## src/du_pkg.sv

```systemverilog
// Constants, register map and state encodings for the dual serial block.
// Assumes an 8-bit register port with byte offsets and one bus clock.
package du_pkg;

  // Register offsets of the first unit.
  localparam logic [7:0] DU0_DIVL_OFS  = 8'hbd;
  localparam logic [7:0] DU0_CON1_OFS  = 8'hbe;
  localparam logic [7:0] DU0_CON2_OFS  = 8'hbf;
  localparam logic [7:0] DU0_STAT_OFS  = 8'hc0;
  localparam logic [7:0] DU0_DATA_OFS  = 8'hc1;
  // Shared pin control offsets.
  localparam logic [7:0] DU_SWAP_OFS   = 8'hc2;
  localparam logic [7:0] DU_OFF_OFS    = 8'hc3;
  // Register offsets of the second unit.
  localparam logic [7:0] DU1_DIVL_OFS  = 8'hc5;
  localparam logic [7:0] DU1_CON1_OFS  = 8'hc6;
  localparam logic [7:0] DU1_CON2_OFS  = 8'hc7;
  localparam logic [7:0] DU1_STAT_OFS  = 8'hc8;
  localparam logic [7:0] DU1_DATA_OFS  = 8'hc9;

  // Control register one fields.
  localparam int C1_EN    = 6;
  localparam int C1_RXEN  = 5;
  localparam int C1_MULTI = 4;
  localparam int C1_STOP2 = 3;
  localparam int C1_NINE  = 2;
  localparam int C1_PAREN = 1;
  localparam int C1_ODD   = 0;
  // Control register two fields.
  localparam int C2_TXIE  = 3;
  localparam int C2_RXIE  = 2;
  localparam int C2_DIVH  = 1;
  // Status register fields.
  localparam int ST_R8    = 6;
  localparam int ST_T8    = 5;
  localparam int ST_TI    = 4;
  localparam int ST_RI    = 3;
  localparam int ST_OVR   = 2;
  localparam int ST_FRM   = 1;
  localparam int ST_PAR   = 0;

  // Reset values.
  localparam logic [7:0] DATA_RST = 8'hff;
  localparam logic [6:0] CON1_RST = 7'h00;
  localparam logic [3:0] CON2_RST = 4'hc;
  localparam logic [7:0] DIVL_RST = 8'h00;
  localparam logic [1:0] PIN_RST  = 2'h0;

  // Oversampling: sixteen ticks per bit, start checked at mid bit.
  localparam logic [3:0] SUB_LAST = 4'hf;
  localparam logic [3:0] SUB_MID  = 4'h7;
  localparam logic [3:0] BIT_LAST = 4'h7;
  localparam logic [9:0] DIV_ZERO = 10'h000;
  localparam logic [9:0] DIV_ONE  = 10'h001;

  // Pad index inside a unit's pad pair.
  localparam int PAD_A = 0;
  localparam int PAD_B = 1;

  typedef enum logic [2:0] {
    TX_IDLE  = 3'b000,
    TX_START = 3'b001,
    TX_DATA  = 3'b010,
    TX_EXTRA = 3'b011,
    TX_STOP  = 3'b100,
    TX_STOP2 = 3'b101
  } du_tx_state_type;

  typedef enum logic [2:0] {
    RX_IDLE  = 3'b000,
    RX_START = 3'b001,
    RX_DATA  = 3'b010,
    RX_EXTRA = 3'b011,
    RX_STOP  = 3'b100,
    RX_STOP2 = 3'b101
  } du_rx_state_type;

endpackage

```

## src/du_top.sv

```systemverilog
// Two identical serial transceivers with a shared pin swap and pin disable.
// Assumes a one-cycle register port and pad inputs synchronous to clk.
// What this block does
// [RULE_01] Ten-bit divisor; zero stops the baud clock.
// [RULE_02] Bit rate is clock over sixteen times divisor.
// [RULE_03] Unit runs only while its enable is set.
// [RULE_04] Receiver runs only while receive enable set.
// [RULE_05] Bit four selects multiprocessor mode.
// [RULE_06] Bit three selects one or two stops.
// [RULE_07] Bit two selects nine or eight data bits.
// [RULE_08] Parity generated and checked; odd or even.
// [RULE_09] Interrupt enables gate requests, reset to one.
// [RULE_10] Ninth received bit readable, read only.
// [RULE_11] Ninth transmit bit writable unless parity on.
// [RULE_12] Transmit flag shows empty buffer; write zero clears.
// [RULE_13] Receive flag shows full buffer; write zero clears.
// [RULE_14] Arrival on full buffer discarded, overflow flagged.
// [RULE_15] Bad stop bit sets the framing flag.
// [RULE_16] Parity mismatch sets the parity flag.
// [RULE_17] Data address reads receive, writes transmit buffer.
// [RULE_18] Swap bits exchange a unit's two pins.
// [RULE_19] Disable bits disconnect the transmit and receive paths, whatever the swap.
// [RULE_20] Low start, LSB first, extra bit, stops.
// [RULE_21] Multiprocessor mode with nine data bits accepts only ninth-bit-set characters.
`timescale 1ns/1ps

module du_top
  import du_pkg::*;
(
  input  wire logic       clk,
  input  wire logic       rst,
  input  wire logic [7:0] reg_addr,
  input  wire logic [7:0] reg_wdata,
  input  wire logic       reg_wr,
  input  wire logic       reg_rd,
  output logic      [7:0] reg_rdata,
  input  wire logic [3:0] pad_in,
  output logic      [3:0] pad_out,
  output logic      [3:0] pad_oe,
  output logic      [1:0] serial_irq
);

  // Address match, shared by every register decode.
  function automatic logic hit(input logic [7:0] a, input logic [7:0] o);
    return a == o;
  endfunction

  // Parity of a character; odd type inverts so the total count is odd.
  function automatic logic par_of(input logic [7:0] d, input logic odd);
    return (^d) ^ odd;
  endfunction

  logic [1:0] swap_reg;
  logic [3:0] off_reg;
  logic [7:0] rd_next;
  logic [7:0] rdata_reg;
  logic [7:0] divl_rd [2];
  logic [7:0] con1_rd [2];
  logic [7:0] con2_rd [2];
  logic [7:0] stat_rd [2];
  logic [7:0] data_rd [2];

  wire wr_swap = reg_wr && hit(reg_addr, DU_SWAP_OFS);
  wire wr_off  = reg_wr && hit(reg_addr, DU_OFF_OFS);

  // Shared pin control; reserved bits are not stored and read as zero.
  always_ff @(posedge clk or posedge rst) begin
    if (rst) begin
      swap_reg <= PIN_RST;
      off_reg  <= {PIN_RST, PIN_RST};
    end else begin
      if (wr_swap) swap_reg <= reg_wdata[1:0];
      if (wr_off)  off_reg  <= reg_wdata[3:0];
    end
  end

  genvar u;
  generate
    for (u = 0; u < 2; u++) begin : g_unit
      localparam logic [7:0] O_DIVL = (u == 0) ? DU0_DIVL_OFS : DU1_DIVL_OFS;
      localparam logic [7:0] O_CON1 = (u == 0) ? DU0_CON1_OFS : DU1_CON1_OFS;
      localparam logic [7:0] O_CON2 = (u == 0) ? DU0_CON2_OFS : DU1_CON2_OFS;
      localparam logic [7:0] O_STAT = (u == 0) ? DU0_STAT_OFS : DU1_STAT_OFS;
      localparam logic [7:0] O_DATA = (u == 0) ? DU0_DATA_OFS : DU1_DATA_OFS;

      logic [7:0]      divl_reg;
      logic [6:0]      con1_reg;
      logic [3:0]      con2_reg;
      logic            t8_reg;
      logic            r8_reg;
      logic            ti_reg;
      logic            ri_reg;
      logic            ovr_reg;
      logic            frm_reg;
      logic            perr_reg;
      logic [7:0]      rxbuf_reg;
      logic [7:0]      txbuf_reg;
      logic            pend_reg;
      logic [9:0]      cnt_reg;
      du_tx_state_type tx_st_reg;
      logic [3:0]      tx_sub_reg;
      logic [3:0]      tx_bit_reg;
      logic [7:0]      tx_sh_reg;
      logic            tx_ext_reg;
      logic            tx_line_reg;
      du_rx_state_type rx_st_reg;
      logic [3:0]      rx_sub_reg;
      logic [3:0]      rx_bit_reg;
      logic [7:0]      rx_sh_reg;
      logic            rx_ext_reg;
      logic            rx_ferr_reg;
      logic [1:0]      po_reg;
      logic [1:0]      pe_reg;
      logic            ti_next;
      logic            ri_next;
      logic            ovr_next;
      logic            frm_next;
      logic            perr_next;

      // Register strobes of this unit.
      wire wr_divl = reg_wr && hit(reg_addr, O_DIVL);
      wire wr_con1 = reg_wr && hit(reg_addr, O_CON1);
      wire wr_con2 = reg_wr && hit(reg_addr, O_CON2);
      wire wr_stat = reg_wr && hit(reg_addr, O_STAT);
      wire wr_data = reg_wr && hit(reg_addr, O_DATA);

      // Mode decode from control register one.
      wire unit_on   = con1_reg[C1_EN];                        // see [RULE_03]
      wire rx_on     = unit_on && con1_reg[C1_RXEN];           // see [RULE_04]
      wire stop2     = con1_reg[C1_STOP2];                     // see [RULE_06]
      wire nine      = con1_reg[C1_NINE];                      // see [RULE_07]
      wire par_en    = con1_reg[C1_PAREN];                     // see [RULE_08]
      wire has_extra = nine || par_en;
      wire multi     = con1_reg[C1_MULTI];                     // see [RULE_05]

      // Baud tick at sixteen times the bit rate; a zero divisor never ticks.
      wire [9:0] divisor = {con2_reg[C2_DIVH:0], divl_reg};    // see [RULE_01]
      wire [9:0] div_m1  = divisor - DIV_ONE;
      wire       div_ok  = divisor != DIV_ZERO;
      wire       tick    = unit_on && div_ok && (cnt_reg >= div_m1); // see [RULE_02]

      always_ff @(posedge clk or posedge rst) begin
        if (rst)               cnt_reg <= DIV_ZERO;
        else if (!tick && unit_on && div_ok) cnt_reg <= cnt_reg + DIV_ONE;
        else                   cnt_reg <= DIV_ZERO;
      end

      // Control and divisor registers.
      always_ff @(posedge clk or posedge rst) begin
        if (rst) begin
          divl_reg <= DIVL_RST;
          con1_reg <= CON1_RST;
          con2_reg <= CON2_RST;                                // see [RULE_09]
        end else begin
          if (wr_divl) divl_reg <= reg_wdata;
          if (wr_con1) con1_reg <= reg_wdata[6:0];
          if (wr_con2) con2_reg <= reg_wdata[3:0];
        end
      end

      // Transmit side: a shifter is loaded from the buffer on an idle tick.
      wire tx_load = (tx_st_reg == TX_IDLE) && pend_reg && tick;
      wire tx_end  = tick && (tx_sub_reg == SUB_LAST);

      always_ff @(posedge clk or posedge rst) begin
        if (rst) begin
          txbuf_reg <= DATA_RST;
          pend_reg  <= 1'b0;
        end else begin
          if (wr_data) txbuf_reg <= reg_wdata;                 // see [RULE_17]
          pend_reg <= wr_data || (pend_reg && !tx_load);
        end
      end

      // Frame sequencer; disabling the unit aborts a frame and idles the line.
      always_ff @(posedge clk or posedge rst) begin
        if (rst) begin
          tx_st_reg   <= TX_IDLE;
          tx_sub_reg  <= SUB_LAST;
          tx_bit_reg  <= 4'h0;
          tx_sh_reg   <= DATA_RST;
          tx_ext_reg  <= 1'b0;
          tx_line_reg <= 1'b1;
        end else if (!unit_on) begin
          tx_st_reg   <= TX_IDLE;
          tx_line_reg <= 1'b1;
        end else if (tx_load) begin
          tx_sh_reg   <= txbuf_reg;
          tx_ext_reg  <= par_en ? par_of(txbuf_reg, con1_reg[C1_ODD]) : t8_reg; // see [RULE_08]
          tx_st_reg   <= TX_START;
          tx_sub_reg  <= 4'h0;
          tx_line_reg <= 1'b0;                                 // see [RULE_20]
        end else if (tick && tx_st_reg != TX_IDLE) begin
          tx_sub_reg <= tx_sub_reg + 4'h1;
          if (tx_end) begin
            case (tx_st_reg)
              TX_START: begin
                tx_st_reg   <= TX_DATA;
                tx_bit_reg  <= 4'h0;
                tx_line_reg <= tx_sh_reg[0];
              end
              TX_DATA: begin
                tx_sh_reg  <= {1'b1, tx_sh_reg[7:1]};
                tx_bit_reg <= tx_bit_reg + 4'h1;
                if (tx_bit_reg != BIT_LAST) begin
                  tx_line_reg <= tx_sh_reg[1];
                end else if (has_extra) begin                  // see [RULE_07]
                  tx_st_reg   <= TX_EXTRA;
                  tx_line_reg <= tx_ext_reg;
                end else begin
                  tx_st_reg   <= TX_STOP;
                  tx_line_reg <= 1'b1;
                end
              end
              TX_EXTRA: begin
                tx_st_reg   <= TX_STOP;
                tx_line_reg <= 1'b1;
              end
              TX_STOP:  tx_st_reg <= stop2 ? TX_STOP2 : TX_IDLE; // see [RULE_06]
              default:  tx_st_reg <= TX_IDLE;
            endcase
          end
        end
      end

      // Receive side: pad choice follows swap, a disabled receiver reads idle.
      wire rx_pad  = swap_reg[u] ? pad_in[2*u+PAD_A] : pad_in[2*u+PAD_B]; // see [RULE_18]
      wire rx_line = off_reg[2*u+1] ? 1'b1 : rx_pad;            // see [RULE_19]
      wire rx_end  = tick && (rx_sub_reg == SUB_LAST);
      wire rx_done = rx_end && ((rx_st_reg == RX_STOP && !stop2) || rx_st_reg == RX_STOP2);
      wire bad_frm = !rx_line || (rx_st_reg == RX_STOP2 && rx_ferr_reg); // see [RULE_15]
      wire bad_par = par_en && (par_of(rx_sh_reg, con1_reg[C1_ODD]) != rx_ext_reg); // see [RULE_16]
      wire addr_ok = !(multi && nine && !rx_ext_reg);          // see [RULE_21]
      wire store   = rx_done && addr_ok && !ri_reg;
      wire lost    = rx_done && addr_ok && ri_reg;             // see [RULE_14]

      always_ff @(posedge clk or posedge rst) begin
        if (rst) begin
          rx_st_reg   <= RX_IDLE;
          rx_sub_reg  <= 4'h0;
          rx_bit_reg  <= 4'h0;
          rx_sh_reg   <= DATA_RST;
          rx_ext_reg  <= 1'b0;
          rx_ferr_reg <= 1'b0;
        end else if (!rx_on) begin
          rx_st_reg <= RX_IDLE;
        end else if (tick) begin
          rx_sub_reg <= rx_sub_reg + 4'h1;
          case (rx_st_reg)
            RX_IDLE: begin
              rx_sub_reg <= 4'h0;
              if (!rx_line) rx_st_reg <= RX_START;
            end
            RX_START: begin
              // A start that is high again at mid bit was a glitch.
              if (rx_sub_reg == SUB_MID) begin
                rx_sub_reg <= 4'h0;
                rx_bit_reg <= 4'h0;
                rx_st_reg  <= rx_line ? RX_IDLE : RX_DATA;
              end
            end
            RX_DATA: begin
              if (rx_end) begin
                rx_sh_reg  <= {rx_line, rx_sh_reg[7:1]};       // see [RULE_20]
                rx_bit_reg <= rx_bit_reg + 4'h1;
                if (rx_bit_reg == BIT_LAST) rx_st_reg <= has_extra ? RX_EXTRA : RX_STOP;
              end
            end
            RX_EXTRA: begin
              if (rx_end) begin
                rx_ext_reg <= rx_line;
                rx_st_reg  <= RX_STOP;
              end
            end
            RX_STOP: begin
              if (rx_end) begin
                rx_ferr_reg <= !rx_line;
                rx_st_reg   <= stop2 ? RX_STOP2 : RX_IDLE;     // see [RULE_06]
              end
            end
            default: if (rx_end) rx_st_reg <= RX_IDLE;
          endcase
        end
      end

      // Flag updates; a hardware set wins over a software clear in one cycle.
      wire clr_ti  = wr_stat && !reg_wdata[ST_TI];
      wire clr_ri  = wr_stat && !reg_wdata[ST_RI];
      wire clr_ovr = wr_stat && !reg_wdata[ST_OVR];
      wire clr_frm = wr_stat && !reg_wdata[ST_FRM];
      wire clr_par = wr_stat && !reg_wdata[ST_PAR];

      always_comb begin
        ti_next   = tx_load || (ti_reg && !clr_ti && !wr_data); // see [RULE_12]
        ri_next   = store || (ri_reg && !clr_ri);              // see [RULE_13]
        ovr_next  = lost || (ovr_reg && !clr_ovr);             // see [RULE_14]
        frm_next  = (rx_done && bad_frm) || (frm_reg && !clr_frm); // see [RULE_15]
        perr_next = (rx_done && bad_par) || (perr_reg && !clr_par); // see [RULE_16]
      end

      always_ff @(posedge clk or posedge rst) begin
        if (rst) begin
          ti_reg    <= 1'b0;
          ri_reg    <= 1'b0;
          ovr_reg   <= 1'b0;
          frm_reg   <= 1'b0;
          perr_reg  <= 1'b0;
          t8_reg    <= 1'b0;
          r8_reg    <= 1'b0;
          rxbuf_reg <= DATA_RST;
        end else begin
          ti_reg   <= ti_next;
          ri_reg   <= ri_next;
          ovr_reg  <= ovr_next;
          frm_reg  <= frm_next;
          perr_reg <= perr_next;
          if (wr_stat && !par_en) t8_reg <= reg_wdata[ST_T8];  // see [RULE_11]
          if (store) begin
            rxbuf_reg <= rx_sh_reg;                            // see [RULE_17]
            r8_reg    <= rx_ext_reg;                           // see [RULE_10]
          end
        end
      end

      // Pads are registered so they never glitch on a swap change.
      wire tx_drive = unit_on && !off_reg[2*u];                // see [RULE_19]
      always_ff @(posedge clk or posedge rst) begin
        if (rst) begin
          po_reg <= 2'b11;
          pe_reg <= 2'b00;
        end else begin
          po_reg <= {tx_line_reg, tx_line_reg};
          pe_reg[PAD_A] <= tx_drive && !swap_reg[u];           // see [RULE_18]
          pe_reg[PAD_B] <= tx_drive && swap_reg[u];
        end
      end

      assign pad_out[2*u+1:2*u] = po_reg;
      assign pad_oe[2*u+1:2*u]  = pe_reg;
      assign serial_irq[u] = (ti_reg && con2_reg[C2_TXIE]) || (ri_reg && con2_reg[C2_RXIE]); // see [RULE_09]

      // Read views; reserved bits read as zero.
      assign divl_rd[u] = divl_reg;
      assign con1_rd[u] = {1'b0, con1_reg};
      assign con2_rd[u] = {4'h0, con2_reg};
      assign stat_rd[u] = {1'b0, r8_reg, t8_reg, ti_reg, ri_reg, ovr_reg, frm_reg, perr_reg};
      assign data_rd[u] = rxbuf_reg;
    end
  endgenerate

  // Read decode; unmapped addresses read as zero.
  always_comb begin
    if (hit(reg_addr, DU0_DIVL_OFS))      rd_next = divl_rd[0];
    else if (hit(reg_addr, DU0_CON1_OFS)) rd_next = con1_rd[0];
    else if (hit(reg_addr, DU0_CON2_OFS)) rd_next = con2_rd[0];
    else if (hit(reg_addr, DU0_STAT_OFS)) rd_next = stat_rd[0];
    else if (hit(reg_addr, DU0_DATA_OFS)) rd_next = data_rd[0];
    else if (hit(reg_addr, DU_SWAP_OFS))  rd_next = {6'h00, swap_reg};
    else if (hit(reg_addr, DU_OFF_OFS))   rd_next = {4'h0, off_reg};
    else if (hit(reg_addr, DU1_DIVL_OFS)) rd_next = divl_rd[1];
    else if (hit(reg_addr, DU1_CON1_OFS)) rd_next = con1_rd[1];
    else if (hit(reg_addr, DU1_CON2_OFS)) rd_next = con2_rd[1];
    else if (hit(reg_addr, DU1_STAT_OFS)) rd_next = stat_rd[1];
    else if (hit(reg_addr, DU1_DATA_OFS)) rd_next = data_rd[1];
    else                                  rd_next = 8'h00;
  end

  // Read data stands only in the cycle after the strobe.
  always_ff @(posedge clk or posedge rst) begin
    if (rst)         rdata_reg <= 8'h00;
    else if (reg_rd) rdata_reg <= rd_next;
    else             rdata_reg <= 8'h00;
  end

  assign reg_rdata = rdata_reg;

endmodule

```

## config.mk

```make
export PLATFORM = sky130hd
export DESIGN_NAME = du_top
export DESIGN_NICKNAME = d
export VERILOG_FILES = /design/src/du_pkg.sv /design/src/du_top.sv
export SDC_FILE = /design/constraint.sdc
export NUM_CORES = 1
export LEC_CHECK = 0
export BUFFER_PORTS_ARGS = -buffer_cell sky130_fd_sc_hd__buf_4
export CAP_MARGIN = 20
export CORE_MARGIN = 2
export CORE_UTILIZATION = 35
export CTS_CLUSTER_SIZE = 24
export DETAILED_ROUTE_END_ITERATION = 10
export PLACE_DENSITY = 0.47
export SLEW_MARGIN = 20
export SYNTH_ARGS = -nofsm -noshare
export SYNTH_HDL_FRONTEND = slang
export SYNTH_SLANG_ARGS = --single-unit
```

## constraint.sdc

```tcl
create_clock -name clk -period 7.4 [get_ports clk]
set_clock_uncertainty 0.2 [all_clocks]
set_input_delay 0.37 -clock clk [delete_from_list [all_inputs] [get_ports clk]]
set_output_delay 0.37 -clock clk [all_outputs]
set_load 0.02 [all_outputs]
```

# Word level (Yosys, flattened, before mapping)
# Cells that the tools add are included.
op_classes:
  addsub: 12
  n_lt_le_gt_ge: 2
  n_eq_ne: 70
  mux: 97
  bitwise: 6
  n_reduce_logical: 193
op_table:
  columns: ["cell", "n"]
  rows:
  - ["8-bit 2-to-1 mux", 21]
  - ["8-bit == test, second input constant", 12]
  - ["3-bit 2-to-1 mux", 32]
  - ["1-bit logical AND", 90]
  - ["4-bit one-hot mux with 2 select lines", 6]
  - ["4-bit 2-to-1 mux", 10]
  - ["1-bit logical NOT", 37]
  - ["3-bit != test, second input constant", 12]
  - ["4-bit by 1-bit adder with 4-bit output, second input constant", 8]
  - ["4-bit AND reduction", 8]
  - ["8-bit parity", 4]
  - ["3-bit one-hot mux with 5 select lines", 2]
  - ["3-bit by 2-bit == test with 1-bit output, second input constant", 8]
  - ["3-bit one-hot mux with 4 select lines", 2]
  - ["10-bit by 1-bit adder with 10-bit output, second input constant", 2]
  - ["10-bit greater-or-equal comparator", 2]
  - ["1-bit logical OR", 20]
  - ["10-bit 2-to-1 mux", 2]
  - ["5-bit AND reduction", 4]
  - ["10-bit nonzero test", 2]
  - ["2-bit nonzero test", 10]
  - ["10-bit by 1-bit subtractor with 10-bit output, second input constant", 2]
  - ["3-bit == test, second input constant", 6]
  - ["1-bit 2-to-1 mux", 18]
  - ["20 further kinds", 60]
totals:
  reg_bits: 210
  inputBits: 24
  out_inout_bits: 18
  wordCells: 439

# Longest topological paths before layout
# Gate-level depths: netlist of the first run.
logic_depth:
  depth_word: 14
  mapped_depth: 16
  mapped_depth_nobuf: 13

# Worst setup path before layout of the first run
# Ideal clock, no wire load.
synth_timing:
  kind: "register to register"
  start: "register g_unit[1].divl_reg[2]"
  end: "register g_unit[1].r8_reg"
  setup_ps: 125
  arrival_time_ps: 3368
  required_time_ps: 7075
  path_slack_ps: 3708
  path_stages_with_launch: 14
  n_path_buf: 1
  synth_period_minus_slack_ps: 3692
  path_cell_list: "dfrtp_1 > or3_1 > or3b_4 > nor3_1 > xnor2_1 > ha_1 > o21a_1 > nor2_1 > a21oi_1 > nand3_2 > or3_1 > or3_1 > buf_4 > mux2_2"
synth_between:
  elab_chain_len: 7
  elab_cells_between_ends: 9
  classes_between: "add/sub: 1; order compare: 1; reduce/logical: 7"
synth_rtl:
  columns: ["item", "line_no", "rtl"]
  rows:
  - ["start, declared", "du_top.sv:86", "logic [7:0] divl_reg;"]
  - ["start signal, assigned", "du_top.sv:155", "if (wr_divl) divl_reg <= reg_wdata;"]
  - ["10-bit by 1-bit subtractor with 10-bit output / 10-bit nonzero test (equally long branches)", "du_top.sv:138, du_top.sv:139", null]
  - ["10-bit greater-or-equal comparator / 1-bit logical AND (equally long branches)", "du_top.sv:140", "wire tick = unit_on && div_ok && (cnt_reg >= div_m1);"]
  - ["1-bit logical AND *", "du_top.sv:140", null]
  - ["1-bit logical AND *", "du_top.sv:229", "wire rx_end = tick && (rx_sub_reg == SUB_LAST);"]
  - ["1-bit logical AND *", "du_top.sv:230", "wire rx_done = rx_end && ((rx_st_reg == RX_STOP && !stop2) || rx_st_reg == RX_STOP2);"]
  - ["1-bit logical AND * (2 in a row)", "du_top.sv:234", "wire store = rx_done && addr_ok && !ri_reg;"]
  - ["end signal, assigned", "du_top.sv:320", "r8_reg <= rx_ext_reg;"]
  - ["end, declared", "du_top.sv:90", "logic r8_reg;"]
# Mark *: on every way between the ends. The rest lies on a longest branch, timed or not.
# A chain may end at the register's enable or synchronous reset.

# Worst setup path after layout of the first run
# Same ends and word-level chain as after synthesis.

==> results.json, run 1 <==
{
  "tightest_slew_ps": 989,
  "fin_crit_sh_pct": 57.3,
  "overflow": 0,
  "final_common_cell": "dfrtp_1",
  "p_leak_nw": 5.41,
  "synth_area_um2": 11400,
  "hold_class": "primary input to flop",
  "root_buffer": "clkbuf_16",
  "clock-sinks": 210,
  "place_congestion": 0.804,
  "grt_pass1_wl_mm": 47.2,
  "critPathRequiredTime_ps": 7620,
  "grt_max_degree": 83,
  "synthFlopType": "dfrtp_1",
  "crit_type": "flop to flop",
  "cp.arrival_ps": 4450,
  "syn_inst": 1089,
  "crit_start": "g_unit[1].divl_reg[2]",
  "die-area_um2": 34000,
  "clkTransAtPathRegs_ps": 60,
  "drtIter0Drc": 673,
  "h-tree-depth": 1,
  "vias": 8307,
  "largest_reg_flops": 20,
  "hold_viol": 0,
  "stdcell_area_um2": 12900,
  "grt_usage_pct": 17.6,
  "synth.distinct_cells": 76,
  "grt_pass1_vias": 8217,
  "routed_wl_mm": 29.1,
  "antenna_found_initial": 1,
  "fin_nets": 1177,
  "ys_ff_latch": 210,
  "finalPower_mw": 2.63,
  "core_area_um2": 32300,
  "worstReg2RegStart": "g_unit[1].divl_reg[2]",
  "dr.pass1.iters": 5,
  "die_x_um": 184,
  "clk_path_buf_depth": 3,
  "avgSynthCellArea_um2": 10.5,
  "rows": 66,
  "yosysWarnings": 0,
  "numCtsBuffers": 25,
  "power_density_nw_per_um2": 203,
  "startpoint_type": "flop",
  "initial_core_util_pct": 35.3,
  "rsz0062_at_grt": "false",
  "fin_util_pct": 40.0,
  "setup_viol": 0,
  "end_kind": "flop",
  "detail_route.wl_per_cell_um": 18.4,
  "cts_tree": "built",
  "ant_nets": 0,
  "post_cts_resize_count": 0,
  "dp_hpwl_mm": 20.2,
  "finalCriticalPeriod_ps": 4240,
  "num_antenna_cells": 0,
  "crit_fanout": 12,
  "io_pins": 42,
  "maxSlewViolCount": 0,
  "syn-num-nets": 1145,
  "cts_setup_buffers": 0,
  "drc": 0,
  "synthToLayoutAreaGrowth_pct": 13.6,
  "fmax_mhz": 236,
  "final_cell_mix": "dfrtp_1, mux2_2, nor2_1",
  "via_per_inst": 5.25,
  "place_area_um2": 12100,
  "async_flop_share_pct": 100,
  "drive_gt1_share_pct": 26.0,
  "min_from": "pad_in[0]",
  "clock_latency_ps": 530,
  "outcome": "complete, no violations",
  "cap_violations": 0,
  "fill_cells": 3174,
  "synth_edf_count": 0,
  "final.setup.tns_ps": 0,
  "relSlewSlack_pct": 33.8,
  "peakVddDrop_mv": 0.135,
  "io_buffer_count": 41,
  "ys_seq_area_share_pct": 47.0,
  "holdBufCountCts": 4,
  "die_y_um": 184
}
## cell families after synthesis
family	count (synthesis)	share of synthesized area [%]
buffers and inverters	68	2.69
AOI/OAI and AO/OA	224	13.0
and+or+nand+nor	352	15.3
muxes	137	13.3
DFF	210	47.0
xor gates and xnor gates	66	5.08
adders and majority gates	32	3.52
## Yosys cell counts, drive strengths merged, types with 7 or more instances
library cell | instances | area (µm²)
mux2 | 113 | 1270
buf | 14 | 104
nand2b | 18 | 113
ha | 32 | 400
o21ai | 66 | 330
dfstp | 80 | 2100
o31ai | 11 | 96.3
a21oi | 49 | 245
mux2i | 24 | 240
a31oi | 7 | 43.8
nor2b | 17 | 106
xnor2 | 48 | 420
or4 | 9 | 71.3
inv | 23 | 86.3
nor2 | 93 | 352
nor3 | 24 | 120
nand2 | 88 | 330
dfrtp | 130 | 3250
xor2 | 18 | 158
clkbuf | 31 | 116
a22oi | 7 | 52.6
a21o | 8 | 60.1
or3 | 10 | 67.6
nand3 | 47 | 245
nor3b | 9 | 67.6
nand4 | 9 | 62.6
## layer usage
layer  share of wire [%]  vias up  track usage (%)
met1                  50     4107             26.4
met4                 1.2        0             3.01
met5                   0        -                0
li1                    -     4029                -
met2                  45      146             27.2
met3                 4.1       25             2.41
## layout make-up
cell class	count	area [µm²]	area share [%]
multi-input combinational	811	5730	44.3
sequential	210	5360	41.4
clock buffer	35	713	5.52
tap	442	553	4.28
timing repair buffer	50	385	2.98
clock inverter	10	98.8	0.764
inverter	23	93.8	0.726
## stage by stage
| stage | worst slack, ps | hold slack, ps | std cells |
|---|---|---|---|
| global route | 2880 | 29.6 | 1581 |
| finish | 3160 | 20.1 | 1581 |
| CTS | 3160 | 9.31 | 1581 |
| floorplan | 1220 | 154 | 1089 |
| detailed placement | 3160 | 159 | 1532 |
| global placement | 3210 | 157 | 1532 |
## where the power goes
group | total, mW | switching (mW) | internal [mW]
clock | 1.21 | 0.502 | 0.710
sequential | 1.21 | 0.0303 | 1.18
combinational | 0.213 | 0.123 | 0.0897
## path summary, 6_finish.rpt
check,endpoint,slack [ps],depth (start not counted)
max,g_unit[1].r8_reg,3160,12
min,g_unit[0].rx_ext_reg,20,3
max reg2reg,g_unit[1].r8_reg,3160,12
min reg2reg,g_unit[0].po_reg[0],170,0
max in group asynchronous,g_unit[1].rx_bit_reg[3],5420,4
min in group asynchronous,g_unit[0].divl_reg[6],270,3
## worst max-delay path, cell delays in order, from the launching register on
cell     delay, ps
dfrtp_1        440
or3_1          410
or3b_4         430
nor3_1         180
xnor2_1         90
ha_1           270
o21a_1         110
nor2_1          30
a21oi_1        230
nand3_2        340
or3_1          530
or3_1          520
mux2_2         340
No activity file was read; power rests on OpenSTA's default activity.
==> run 2, diff against run 1 <==
==> constraint.sdc (replaced) <==
create_clock -name clk -period 4.1 [get_ports clk]
set_clock_uncertainty 0.2 [all_clocks]
set_input_delay 0.205 -clock clk [delete_from_list [all_inputs] [get_ports clk]]
set_output_delay 0.205 -clock clk [all_outputs]
set_load 0.02 [all_outputs]
==> run 2 against run 1 <==
- first-iteration DRC count decreased by 17%
- non-clock buffer count increased by 21
- power increased by 84%
- die area unchanged
- final area increased by 1.6%
- clock power increased by 87%
- worst hold slack improved by 38 ps
- largest cell class unchanged
- largest power group is now clock
- highest routed layer unchanged
==> results.json, run 2 (synthesis results as in run 1) <==
{
  "outcome": "complete, no violations",
  "cap_violations": 0,
  "die_x_um": 184,
  "dpl.cell_count": 1543,
  "dr.pass1.iters": 5,
  "die-area_um2": 34000,
  "antenna_found_initial": 0,
  "io_pins": 42,
  "multi_input_area_um2": 5730,
  "largest_reg_flops": 20,
  "finalPower_mw": 4.85,
  "drive_gt1_share_pct": 26.1,
  "crit_top_cell": "or3_1",
  "critPathMaxStageDelay_ps": 450,
  "hold_viol": 0,
  "clock-sinks": 210,
  "cp.arrival_ps": 4070,
  "place_ws_ps": 157,
  "final_common_cell": "dfrtp_1",
  "reg2reg_slack_ps": 240,
  "synthToLayoutAreaGrowth_pct": 15.4,
  "clkTransAtPathRegs_ps": 60,
  "clk_path_buf_depth": 3,
  "endpoint": "g_unit[1].r8_reg",
  "routed_wl_mm": 30.0,
  "min_from": "reg_addr[3]",
  "worstReg2RegStart": "g_unit[1].divl_reg[2]",
  "cts_tree": "built",
  "fmax_mhz": 259,
  "finalCriticalPeriod_ps": 3860,
  "overflow": 0,
  "num_antenna_cells": 0,
  "rsz0062_at_grt": "false",
  "grt_pass1_wl_mm": 48.1,
  "setup_ws_ps": 237,
  "rows": 66,
  "p_int_mw": 3.67,
  "die_y_um": 184,
  "crit_start": "g_unit[1].divl_reg[2]",
  "peakVddDrop_mv": 0.292,
  "crit_chain": "or3_1, or3b_4, nor3_1, xnor2_1, ha_1, o21a_1, nor2_1, a21oi_1, nand3_2, or3_1, or3_4, mux2_2",
  "numCtsBuffers": 25,
  "seq_power_share_pct": 44.9,
  "grt_max_degree": 92,
  "end_kind": "flop",
  "grt_usage_pct": 17.9,
  "fin_util_pct": 40.7,
  "startpoint_type": "flop",
  "h-tree-depth": 1,
  "crit_type": "flop to flop",
  "power_density_nw_per_um2": 369,
  "drtIter0Drc": 557,
  "r2r_end": "g_unit[1].r8_reg",
  "relSlewSlack_pct": 38.5,
  "vias": 8431,
  "core_area_um2": 32300,
  "drc": 0,
  "grt_pass1_vias": 8116,
  "fin_crit_sh_pct": 94.2,
  "hold_class": "primary input to flop",
  "p_sw_mw": 1.18,
  "r2r_cells": 12,
  "place_congestion": 0.855,
  "maxSlewViolCount": 0,
  "combPwrFrac_pct": 8.4,
  "root_buffer": "clkbuf_16",
  "seqCellArea_um2": 5360,
  "final_cell_mix": "dfrtp_1, mux2_2, nor2_1",
  "power.share.clock_pct": 46.7,
  "fin_cells": 1602,
  "io_buffer_count": 41,
  "p_leak_nw": 5.52,
  "initial_core_util_pct": 35.3,
  "dp_hpwl_mm": 20.9,
  "via_per_inst": 5.26,
  "crit_slowest_cell": "or3_1",
  "final.setup.tns_ps": 0,
  "detail_route.wl_per_cell_um": 18.7,
  "tightest_slew_ps": 920,
  "clock_latency_ps": 530,
  "setup_viol": 0,
  "fill_cells": 3151,
  "power.share.switching_pct": 24.3,
  "fin_nets": 1198,
  "crit_fanout": 10,
  "ant_nets": 0,
  "critPathRequiredTime_ps": 4300
}
-- run 2: changes by cell type in the layout (fill, tap and decap cells not counted), sizes merged --
cell         previous run  this run
dlygate4sd3             4        14
clkbuf                 35        38
bufinv                  1         3
clkinv                  7         2
buf                    46        57
-- run 2: power by group through the flow --
stage / combinational, mW / clock, mW / sequential (mW)
CTS: 0.414 / 2.33 / 2.18
detailed placement: 0.401 / 0 / 2.21
floorplan: 0.276 / 0 / 2.19
global route: 0.456 / 2.43 / 2.18
finish: 0.407 / 2.26 / 2.18
global placement: 0.398 / 0 / 2.21
-- run 2: worst min-delay path by stage --
stage	endpoint	slack [ps]	depth (start not counted)
after CTS	reg_rdata[7]	20	5
after global placement	g_unit[0].po_reg[0]	160	0
final	reg_rdata[7]	60	5
after global routing	reg_rdata[7]	80	5
after floorplan	g_unit[1].po_reg[0]	150	0
after detailed placement	g_unit[1].po_reg[0]	160	0
-- run 2: routing by layer --
| metal | global-route usage [%] | wire length (µm) | up-vias |
|---|---|---|---|
| li1 | - | - | 4058 |
| met4 | 3.65 | 365 | 0 |
| met1 | 27.4 | 15300 | 4188 |
| met5 | 0 | 0 | - |
| met3 | 2.71 | 1300 | 31 |
| met2 | 26.7 | 13000 | 154 |
-- run 2: through the flow --
step           hold slack, ps  instance area, µm²
2_1_floorplan             154               11400
3_3_place_gp              157               12200
3_5_place_dp              158               12200
4_1_cts                  20.8               13100
5_1_grt                  75.1               13100
6_report                 57.7               13100
-- run 2: area by class of cell --
type	instances	area share, %
Clock inverter	7	0.885
Multi-Input combinational cell	811	43.6
Inverter	23	0.686
Clock buffer	38	5.36
Tap cell	442	4.21
Sequential cell	210	40.8
Timing Repair Buffer	71	4.51
-- run 2: worst max-delay path, delay by kind of cell, from the launching register on --
kind	cells	cell delay, ps
XOR/XNOR	1	110
multiplexers	1	300
AND/OR/NAND/NOR	7	2080
flip-flops	1	380
adder cells (fa/ha/maj)	1	290
AO/OA/AOI/OAI	2	370
-- run 2: what timing repair did --
item | in CTS | in global routing
endpoints found under the setup margin | 0 | 10
resized for setup | 0 | 2
hold buffers | 14 | 0
hold endpoints to repair | 95 | 0
setup buffers | 0 | 0
